$ cat src/shared/dhw_pkg.sv
// Constants, field positions and carrier types of the debug halt and watch block.
// Assumes one core clock; test-side and sample-clock signals arrive asynchronously.
package dhw_pkg;

  // ************************************************************
  // Widths
  // ************************************************************
  localparam int ADDR_W   = 32;
  localparam int DATA_W   = 32;
  localparam int CTRL_W   = 6;
  localparam int STAT_W   = 5;
  localparam int CBUS_W   = 8;
  localparam int ACAUSE_W = 32;
  localparam int SYNC_W   = 13;

  // ************************************************************
  // Debug control bit positions
  // ************************************************************
  localparam int CTL_CMP_DIS = 5;
  localparam int CTL_MONITOR = 4;
  localparam int CTL_SBZ     = 3;
  localparam int CTL_IRQ_BLK = 2;
  localparam int CTL_HALT_RQ = 1;
  localparam int CTL_ACK_FRC = 0;

  // ************************************************************
  // Debug status bit positions
  // ************************************************************
  localparam int STA_ISET   = 4;
  localparam int STA_MREQ   = 3;
  localparam int STA_PERMIT = 2;
  localparam int STA_HALTRQ = 1;
  localparam int STA_ACK    = 0;

  // ************************************************************
  // Control bus split and abort cause
  // ************************************************************
  localparam int CB_ADDR_HI = 4;
  localparam int CB_DATA_LO = 5;
  localparam int CB_DATA_HI = 7;
  localparam int ACAUSE_BIT = 0;

  localparam logic [CTRL_W-1:0]   CTRL_RST   = 6'h00;
  localparam logic [ACAUSE_W-1:0] ACAUSE_RST = 32'h0000_0000;

  // Debugger register select
  typedef enum logic {DHW_SEL_CTRL, DHW_SEL_STAT} dhw_sel_t;

  // One watchpoint unit's programmed values
  typedef struct packed {
    logic [ADDR_W-1:0] addr_val;
    logic [ADDR_W-1:0] addr_mask;
    logic [DATA_W-1:0] data_val;
    logic [DATA_W-1:0] data_mask;
    logic [CBUS_W-1:0] ctl_val;
    logic [CBUS_W-1:0] ctl_mask;
    logic              enable;
    logic              link_care;
    logic              link_val;
    logic              span_care;
    logic              span_val;
    logic              cond_care;
    logic              cond_val;
  } dhw_wp_cfg_t;

  // Core bus observed by the comparators
  typedef struct packed {
    logic [ADDR_W-1:0] addr;
    logic [DATA_W-1:0] data;
    logic [CBUS_W-1:0] ctl;
  } dhw_bus_t;

endpackage

$ cat src/hw/dhw_top.sv
// Debug halt, interrupt inhibit, status and coupled watchpoint logic.
// Assumes test clock, test controls, halt pin and sample clock are asynchronous.
module dhw_top (
  input  wire logic                           clk,
  input  wire logic                           rst_b,
  input  wire logic                           test_clock,
  input  wire logic                           tap_run_idle,
  input  wire logic                           dbg_update,
  input  wire logic                           dbg_write,
  input  wire dhw_pkg::dhw_sel_t              dbg_sel,
  input  wire logic [dhw_pkg::CTRL_W-1:0]     dbg_wdata,
  output logic      [dhw_pkg::CTRL_W-1:0]     dbg_rdata,
  input  wire logic                           halt_request,
  input  wire logic                           core_halt_ack,
  input  wire logic                           memory_request_low,
  input  wire logic                           instr_set_state_flag,
  input  wire logic                           debug_sample_clock,
  input  wire logic                           outside_cond_0,
  input  wire logic                           outside_cond_1,
  input  wire dhw_pkg::dhw_wp_cfg_t           wp0_cfg,
  input  wire dhw_pkg::dhw_wp_cfg_t           wp1_cfg,
  input  wire dhw_pkg::dhw_bus_t              core_bus,
  input  wire logic                           abort_taken,
  input  wire logic                           ext_abort,
  input  wire logic                           cp_write,
  input  wire logic [dhw_pkg::ACAUSE_W-1:0]   cp_wdata,
  output logic      [dhw_pkg::ACAUSE_W-1:0]   cp_rdata,
  output logic                                merged_halt_request,
  output logic                                halt_acknowledge,
  output logic                                core_irq_permit,
  output logic                                enter_debug,
  output logic                                debug_abort,
  output logic                                link_output,
  output logic                                span_output
);

  // ************************************************************
  // Two-stage synchroniser for the test-side inputs, halt pin and sample clock
  // ************************************************************
  logic [dhw_pkg::SYNC_W-1:0] meta_reg;
  logic [dhw_pkg::SYNC_W-1:0] sync_reg;
  logic                       tck_old_reg;
  logic                       dsc_old_reg;

  wire [dhw_pkg::SYNC_W-1:0] async_in = {test_clock, debug_sample_clock, halt_request,
                                         tap_run_idle, dbg_update, dbg_write,
                                         dbg_sel, dbg_wdata};

  always_ff @(posedge clk or negedge rst_b) begin
    if (!rst_b) begin
      meta_reg    <= '0;
      sync_reg    <= '0;
      tck_old_reg <= 1'b0;
      dsc_old_reg <= 1'b0;
    end else begin
      meta_reg    <= async_in;
      sync_reg    <= meta_reg;
      tck_old_reg <= sync_reg[12];
      dsc_old_reg <= sync_reg[11];
    end
  end

  wire                        tck_s    = sync_reg[12];
  wire                        dsc_s    = sync_reg[11];
  wire                        hreq_s   = sync_reg[10];
  wire                        idle_s   = sync_reg[9];
  wire                        upd_s    = sync_reg[8];
  wire                        wr_s     = sync_reg[7];
  wire                        sel_s    = sync_reg[6];
  wire [dhw_pkg::CTRL_W-1:0]  wdata_s  = sync_reg[5:0];
  wire                        tck_rise = tck_s & ~tck_old_reg;
  wire                        dsc_fall = ~dsc_s & dsc_old_reg;

  // ************************************************************
  // Debug control register and test-side access
  // ************************************************************
  logic [dhw_pkg::CTRL_W-1:0] ctrl_reg;
  logic [dhw_pkg::CTRL_W-1:0] ctrl_next;
  logic                       cmp_dis_reg;
  logic                       halt_latch_reg;
  logic                       mreq_tck_reg;
  logic [dhw_pkg::CTRL_W-1:0] rdata_next;

  wire access   = tck_rise & upd_s;
  wire wr_ctrl  = access & wr_s & (sel_s == dhw_pkg::DHW_SEL_CTRL);
  wire rd_acc   = access & ~wr_s;

  always_comb begin
    ctrl_next = ctrl_reg;
    if (wr_ctrl) begin
      ctrl_next = wdata_s;
      ctrl_next[dhw_pkg::CTL_SBZ] = 1'b0;
    end
  end

  // Readback of the disable bit is the copy the comparators use
  wire [dhw_pkg::CTRL_W-1:0] ctrl_view = {cmp_dis_reg, ctrl_reg[dhw_pkg::CTL_MONITOR],
                                          1'b0, ctrl_reg[dhw_pkg::CTL_IRQ_BLK:0]};

  wire [dhw_pkg::STAT_W-1:0] stat_view = {instr_set_state_flag, mreq_tck_reg,
                                          core_irq_permit, merged_halt_request,
                                          halt_acknowledge};

  always_comb begin
    rdata_next = dbg_rdata;
    if (rd_acc) begin
      if (sel_s == dhw_pkg::DHW_SEL_CTRL) begin
        rdata_next = ctrl_view;
      end else begin
        rdata_next = {1'b0, stat_view};
      end
    end
  end

  always_ff @(posedge clk or negedge rst_b) begin
    if (!rst_b) begin
      ctrl_reg     <= dhw_pkg::CTRL_RST;
      cmp_dis_reg  <= 1'b0;
      mreq_tck_reg <= 1'b0;
      dbg_rdata    <= '0;
    end else begin
      ctrl_reg     <= ctrl_next;
      cmp_dis_reg  <= ctrl_reg[dhw_pkg::CTL_CMP_DIS];
      mreq_tck_reg <= tck_rise ? memory_request_low : mreq_tck_reg;
      dbg_rdata    <= rdata_next;
    end
  end

  // ************************************************************
  // Halt request, acknowledge and interrupt permit
  // ************************************************************
  always_ff @(posedge clk or negedge rst_b) begin
    if (!rst_b) begin
      halt_latch_reg      <= 1'b0;
      merged_halt_request <= 1'b0;
      halt_acknowledge    <= 1'b0;
      core_irq_permit     <= 1'b0;
    end else begin
      if (idle_s) begin
        halt_latch_reg <= ctrl_reg[dhw_pkg::CTL_HALT_RQ];
      end
      merged_halt_request <= halt_latch_reg | hreq_s;
      halt_acknowledge    <= core_halt_ack | ctrl_reg[dhw_pkg::CTL_ACK_FRC];
      core_irq_permit     <= ~(core_halt_ack | ctrl_reg[dhw_pkg::CTL_ACK_FRC])
                             & ~ctrl_reg[dhw_pkg::CTL_IRQ_BLK];
    end
  end

  // ************************************************************
  // Outside conditions
  // ************************************************************
  logic       cond0_reg;
  logic       cond1_reg;
  logic [1:0] cond_meta_reg;
  logic [1:0] cond_sync_reg;

  // Same two-stage delay as the sample clock, so the fall sees aligned values
  always_ff @(posedge clk or negedge rst_b) begin
    if (!rst_b) begin
      cond_meta_reg <= '0;
      cond_sync_reg <= '0;
    end else begin
      cond_meta_reg <= {outside_cond_1, outside_cond_0};
      cond_sync_reg <= cond_meta_reg;
    end
  end

  always_ff @(posedge clk or negedge rst_b) begin
    if (!rst_b) begin
      cond0_reg <= 1'b0;
      cond1_reg <= 1'b0;
    end else if (dsc_fall) begin
      cond0_reg <= cond_sync_reg[0];
      cond1_reg <= cond_sync_reg[1];
    end
  end

  // ************************************************************
  // Watchpoint units and coupling
  // ************************************************************
  logic wp0_am;
  logic wp0_dm;
  logic wp1_am;
  logic wp1_dm;
  logic link_reg;

  dhw_wp_cmp u_wp0 (
    .cfg        (wp0_cfg),
    .bus        (core_bus),
    .addr_match (wp0_am),
    .data_match (wp0_dm)
  );

  dhw_wp_cmp u_wp1 (
    .cfg        (wp1_cfg),
    .bus        (core_bus),
    .addr_match (wp1_am),
    .data_match (wp1_dm)
  );

  always_ff @(posedge clk or negedge rst_b) begin
    if (!rst_b) begin
      link_reg <= 1'b0;
    end else if (wp1_am) begin
      link_reg <= wp1_dm;
    end
  end

  wire span1 = wp1_am & wp1_dm;

  wire link_ok0 = ~wp0_cfg.link_care | (link_reg == wp0_cfg.link_val);
  wire span_ok0 = ~wp0_cfg.span_care | (span1 == wp0_cfg.span_val);
  wire cond_ok0 = ~wp0_cfg.cond_care | (cond0_reg == wp0_cfg.cond_val);
  wire cond_ok1 = ~wp1_cfg.cond_care | (cond1_reg == wp1_cfg.cond_val);

  wire hit0 = wp0_cfg.enable & wp0_am & wp0_dm & link_ok0 & span_ok0 & cond_ok0;
  wire hit1 = wp1_cfg.enable & wp1_am & wp1_dm & cond_ok1;
  wire hit  = (hit0 | hit1) & ~cmp_dis_reg;
  wire mon  = ctrl_reg[dhw_pkg::CTL_MONITOR];

  always_ff @(posedge clk or negedge rst_b) begin
    if (!rst_b) begin
      enter_debug <= 1'b0;
      debug_abort <= 1'b0;
      link_output <= 1'b0;
      span_output <= 1'b0;
    end else begin
      enter_debug <= hit & ~mon;
      debug_abort <= hit & mon;
      link_output <= link_reg & ~cmp_dis_reg;
      span_output <= span1 & ~cmp_dis_reg;
    end
  end

  // ************************************************************
  // Abort cause register
  // ************************************************************
  logic cause_reg;

  wire cause_set = abort_taken & debug_abort & ~ext_abort;

  always_ff @(posedge clk or negedge rst_b) begin
    if (!rst_b) begin
      cause_reg <= dhw_pkg::ACAUSE_RST[dhw_pkg::ACAUSE_BIT];
    end else if (cause_set) begin
      cause_reg <= 1'b1;
    end else if (cp_write) begin
      cause_reg <= cp_wdata[dhw_pkg::ACAUSE_BIT];
    end
  end

  assign cp_rdata = {{(dhw_pkg::ACAUSE_W-1){1'b0}}, cause_reg};

endmodule

$ cat src/hw/dhw_wp_cmp.sv
// Masked address and data comparator of one watchpoint unit.
// Assumes configuration and bus come from the core clock domain.
module dhw_wp_cmp (
  input  dhw_pkg::dhw_wp_cfg_t cfg,
  input  dhw_pkg::dhw_bus_t    bus,
  output logic                 addr_match,
  output logic                 data_match
);

  // ************************************************************
  // Masked compare, a set mask bit always matches
  // ************************************************************
  wire [dhw_pkg::ADDR_W-1:0] a_ok = ~(cfg.addr_val ^ bus.addr) | cfg.addr_mask;
  wire [dhw_pkg::DATA_W-1:0] d_ok = ~(cfg.data_val ^ bus.data) | cfg.data_mask;
  wire [dhw_pkg::CBUS_W-1:0] c_ok = ~(cfg.ctl_val ^ bus.ctl) | cfg.ctl_mask;

  assign addr_match = (&a_ok) & (&c_ok[dhw_pkg::CB_ADDR_HI:0]);
  assign data_match = (&d_ok) & (&c_ok[dhw_pkg::CB_DATA_HI:dhw_pkg::CB_DATA_LO]);

endmodule

$ cat config.mk
export PLATFORM = sky130hd
export DESIGN_NAME = dhw_top
export DESIGN_NICKNAME = d
export VERILOG_FILES = /design/src/shared/dhw_pkg.sv /design/src/hw/dhw_top.sv /design/src/hw/dhw_wp_cmp.sv
export SDC_FILE = /design/constraint.sdc
export NUM_CORES = 1
export LEC_CHECK = 0
export BUFFER_PORTS_ARGS = -buffer_cell sky130_fd_sc_hd__clkbuf_2
export CORE_AREA = 2 2 186 188
export DETAILED_ROUTE_END_ITERATION = 8
export DIE_AREA = 0 0 188 190
export GPL_TIMING_DRIVEN = 0
export PLACE_DENSITY_LB_ADDON = 0.1
export SLEW_MARGIN = 20
export SYNTH_ARGS = -nofsm -noshare
export SYNTH_HDL_FRONTEND = slang
export SYNTH_SLANG_ARGS = --single-unit
export TNS_END_PERCENT = 100
$ cat constraint.sdc
create_clock -name clk -period 1.5 [get_ports clk]
set_input_delay 0.15 -clock clk [delete_from_list [all_inputs] [get_ports clk]]
set_output_delay 0.15 -clock clk [all_outputs]
set_load 0.03 [all_outputs]
# Word-level counts from Yosys, hierarchy flattened
# Index checks and enable logic that the tools add are counted.
[totals] register_bits=57 inputBits=429 wordCells=103
[op_classes] eq_ne=4 muxes=3 bitwise_logic=65 n_reduce_logical=9
[ops] operator="$not A32 Y32" n=4
[ops] operator="$or A32 B32 Y32" n=4
[ops] operator="$reduce_and A32 Y1" n=4
[ops] operator="$xor A32 B32 Y32" n=4
[ops] operator="$and A1 B1 Y1" n=27
[ops] operator="$not A8 Y8" n=2
[ops] operator="$or A8 B8 Y8" n=2
[ops] operator="$xor A8 B8 Y8" n=2
[ops] operator="$not A1 Y1" n=13
[ops] operator="$reduce_and A5 Y1" n=2
[ops] operator="$or A1 B1 Y1" n=7
[ops] operator="$mux W6" n=1
[ops] operator="$reduce_and A3 Y1" n=2
[ops] operator="$eq A1 B1 Y1" n=4
[ops] operator="$mux W1" n=2
[ops] operator="$reduce_bool A2 Y1" n=1

# Depth between registers and ports, before layout
[depth] word_depth=13 mapped_depth=7 ltp_nobuf=7

# Modules after synthesis
# Synthesis repeated with hierarchy kept, for this count alone.
[unflattened] cells_unflattened=390 area_unflattened_um2=3946.3
[modules_own_cells] mod="dhw_top" instances=1 cells_each=148 area_per_inst_um2=2072.0 seq_area_each_um2=1376.3
[modules_own_cells] mod="dhw_wp_cmp" instances=2 cells_each=121 area_per_inst_um2=937.1 seq_area_each_um2=0.0

# Least setup slack after synthesis
# Ideal clock, no wire load.
[synth_timing] kind="reg-to-reg" from="register link_reg" to="register debug_abort" t_arrival_ns=1.520 required_time_ns=1.427 slack_ns=-0.093 stages_incl_launch_ff=8 n_path_buf=0 cell_sequence="dfrtp_1 -> xor2_1 -> o2bb2ai_1 -> nor4_1 -> nand4_1 -> o41ai_1 -> a32oi_1 -> nor2b_1"
[synth_between] elab_chain_len=8
[synth_rtl] element="start: declaration" line="dhw_top.sv:185" rtl="logic link_reg;"
[synth_rtl] element="start signal: assignment" line="dhw_top.sv:205" rtl="link_reg <= wp1_dm;"
[synth_rtl] element="$eq A1 B1 Y1" line="dhw_top.sv:211" rtl="wire link_ok0 = ~wp0_cfg.link_care | (link_reg == wp0_cfg.link_val);"
[synth_rtl] element="$or A1 B1 Y1" line="dhw_top.sv:211"
[synth_rtl] element="$and A1 B1 Y1 (3 in series)" line="dhw_top.sv:216" rtl="wire hit0 = wp0_cfg.enable & wp0_am & wp0_dm & link_ok0 & span_ok0 & cond_ok0;"
[synth_rtl] element="$or A1 B1 Y1" line="dhw_top.sv:218" rtl="wire hit = (hit0 | hit1) & ~cmp_dis_reg;"
[synth_rtl] element="$and A1 B1 Y1" line="dhw_top.sv:218"
[synth_rtl] element="$and A1 B1 Y1" line="dhw_top.sv:229" rtl="debug_abort <= hit & mon;"
[synth_rtl] element="end signal: assignment" line="dhw_top.sv:229"
[synth_rtl] element="end: declaration" line="dhw_top.sv:32" rtl="output logic debug_abort,"
# No other way between the ends.
# A chain may end at the register's enable or synchronous reset.

# Worst setup path in the final report
# Same ends and word-level chain as after synthesis.

==> results.md <==
* Final Util at 21.8%
* Die ar. at 35700 um^2
* Unrepaired setup endpoints after global routing: yes
* Failing checks: negative setup slack
* Row cnt at 68
* Placed Cells at 1283
* Post-Syn Area at 3890 um^2
* LEAKAGE at 3.53 nW
* Pins Over Slew Limit at 0
* Tightest Hold Check Type: in -> reg
* Met3 usage at 2.93%
* Ports at 474
* DRT iter0 DRCs at 104
* Clk slew on worst S/H paths at 0.08 ns
* Clock Latency Late Sink at 0.30 ns
* Final hold vios at 0
* Die H at 190 um
* Hold WS at 0.0528 ns
* Class of the most critical setup path: reg -> reg
* Most common cell after layout, fill and taps aside: clkbuf_2
* Final setup viols at 4
* Pin count of the biggest net entering global routing at 47
* Total Wirelength at 26000 um
* TritonCTS clock tree: built
* Post-synthesis cell count at 391
* Least-Margin Pin Slew at 0.650 ns
* Clock Path Buffers at 2
* Startpoint class of the critical path: register
* CTS root buf: clkbuf_16
* Distinct cells, synth at 28
* Met1 GRT Util at 14.1%
* Clk_skew at 0.00861 ns
* Worst slack at placement at -1.59 ns
* Core Region at 33900 um^2
* CTS buffer count at 5
* Design area at 7410 um^2
* Share of layout cells above drive strength 1 at 58.9%
* Crit. End Element: register
* Avg Inst Size Synth at 9.96 um^2
* Slew margin rel. at 56.7%
* Power Density at 661 nW/um^2
* Dpl cell area at 6660 um^2
* First-pass GRT wire length at 34900 um
* Global-route usage over all layers at 14.0%
* Residual DRC at 0
* Post-synthesis sequential area ratio at 35.4%
* Post-route minimum period at 1.86 ns
* Peak VDD IR at 0.463 mV
* Congestion Overflow GR at 0
* YS warnings at 0
* Gr busiest metal: met2
* Worst Path Arrival at 2.08 ns
* Setup TNS at -0.947 ns
* Outcome: finished, violations left
* Starting Density at 11.5%
* Clock Sinks at 55
* Final WS setup at -0.361 ns
* Vias at 4588
* Antenna violations before repair at 9
* Highest Clock Rate at 0.537 GHz
* Drt wl/cell at 19.7 um
* DP HPWL at 24400 um
* Overall Power at 4.90 mW
* Max Cap Viol at 0
* CP Max Fanout at 2
* Routed Antenna Nets at 0
* Vias per cell at 3.48
* Fin crit share at 124%
* Met2 Use GR at 28.9%
* Total iterations of the first detailed-routing run at 4
* Vias in the first global route at 4862
* Yosys reg bits at 55
* Nets at 1284
* Most frequent cells in the layout: clkbuf_2, xnor2_1, o22ai_1, dfrtp_1, buf_4
* H-tree levels at 2
* GPL Wtd Cong at 0.896
* Port buffer count at 406
* Worst EP required at 1.72 ns
* Final non-filler cell total at 1318
* Die W at 188 um
* Area grow syn2layout at 90.3%
synthesized netlist by cell type (all sizes together):
master,n,area (um^2)
buf,32,240
conb,1,3.75
a211oi,1,7.51
a32oi,1,8.76
o21ai,5,25.0
nand4,3,18.8
o41a,1,11.3
nor3b,1,7.51
mux2,9,101
clkbuf,1,3.75
xnor2,144,1260
nor4,19,119
o221ai,1,8.76
dfrtp,55,1380
nand3,3,15.0
a21oi,4,20.0
o22ai,68,425
inv,3,11.3
o41ai,2,17.5
nor2,13,48.8
nand2b,1,6.26
or2,2,12.5
mux2i,5,50.1
nand2,7,26.3
xor2,3,26.3
nor2b,4,25.0
and2,1,6.26
o2bb2ai,1,8.76
final timing paths:
| kind | slack [ns] | to | start | cells after the start |
|---|---|---|---|---|
| setup / recovery | -0.36 | debug_abort | link_reg | 7 |
| hold / removal | 0.05 | halt_acknowledge | core_halt_ack | 2 |
| setup reg to reg | -0.36 | debug_abort | link_reg | 7 |
| hold reg to reg | 0.35 | sync_reg[12] | meta_reg[12] | 0 |
| max in group asynchronous | 0.78 | link_reg | rst_b | 3 |
| min in group asynchronous | 0.24 | meta_reg[4] | rst_b | 2 |
worst max-delay path: stages, from the launching register on:
cell       delay [ns]
dfrtp_2          0.44
xor2_1           0.16
o2bb2ai_2        0.14
nor4_4           0.20
nand4_1          0.22
o41ai_2          0.29
a32oi_2          0.19
nor2b_1          0.14
layer usage:
layer  routed length, um  up-vias
met2               15300      184
met1                9090     2108
met5                  22        -
met4                 296        4
met3                1350       18
li1                    -     2274
layout make-up:
cell class / count / area, um^2
Timing Repair Buffer: 428 / 2310
Clock buffer: 5 / 125
Buffer: 32 / 240
Fill cell: 3828 / 26500
Antenna cell: 7 / 17.5
Sequential cell: 55 / 1380
Multi-Input combinational cell: 330 / 2730
Clock inverter: 3 / 25.0
Inverter: 3 / 11.3
Tap cell: 455 / 569
power breakdown:
part           internal [mW]  switching (mW)
clock network          0.625           0.552
logic                   1.02           0.973
registers               1.63          0.0968
cells by family (layout without fill, tap and decap cells):
family / after synthesis / count (layout) / synth area share (%)
XOR/XNOR: 147 / 147 / 33.1
AO/OA/AOI/OAI: 84 / 84 / 13.7
flip-flops: 55 / 55 / 35.4
AND/OR/NAND/NOR: 54 / 54 / 7.33
buffers and inverters: 36 / 471 / 6.56
multiplexers: 14 / 14 / 3.89
other: 1 / 38 / 0.0963
what timing repair did:
| action | in CTS | in global routing |
|---|---|---|
| hold endpoints to repair | 69 | 0 |
| pin swaps | 13 | 9 |
| buffers inserted | 6 | 1 |
| hold buffers | 15 | 0 |
| setup endpoints to repair | 14 | 9 |
| resized for setup | 41 | 27 |
Note: power is estimated with default switching activity, not from simulation.
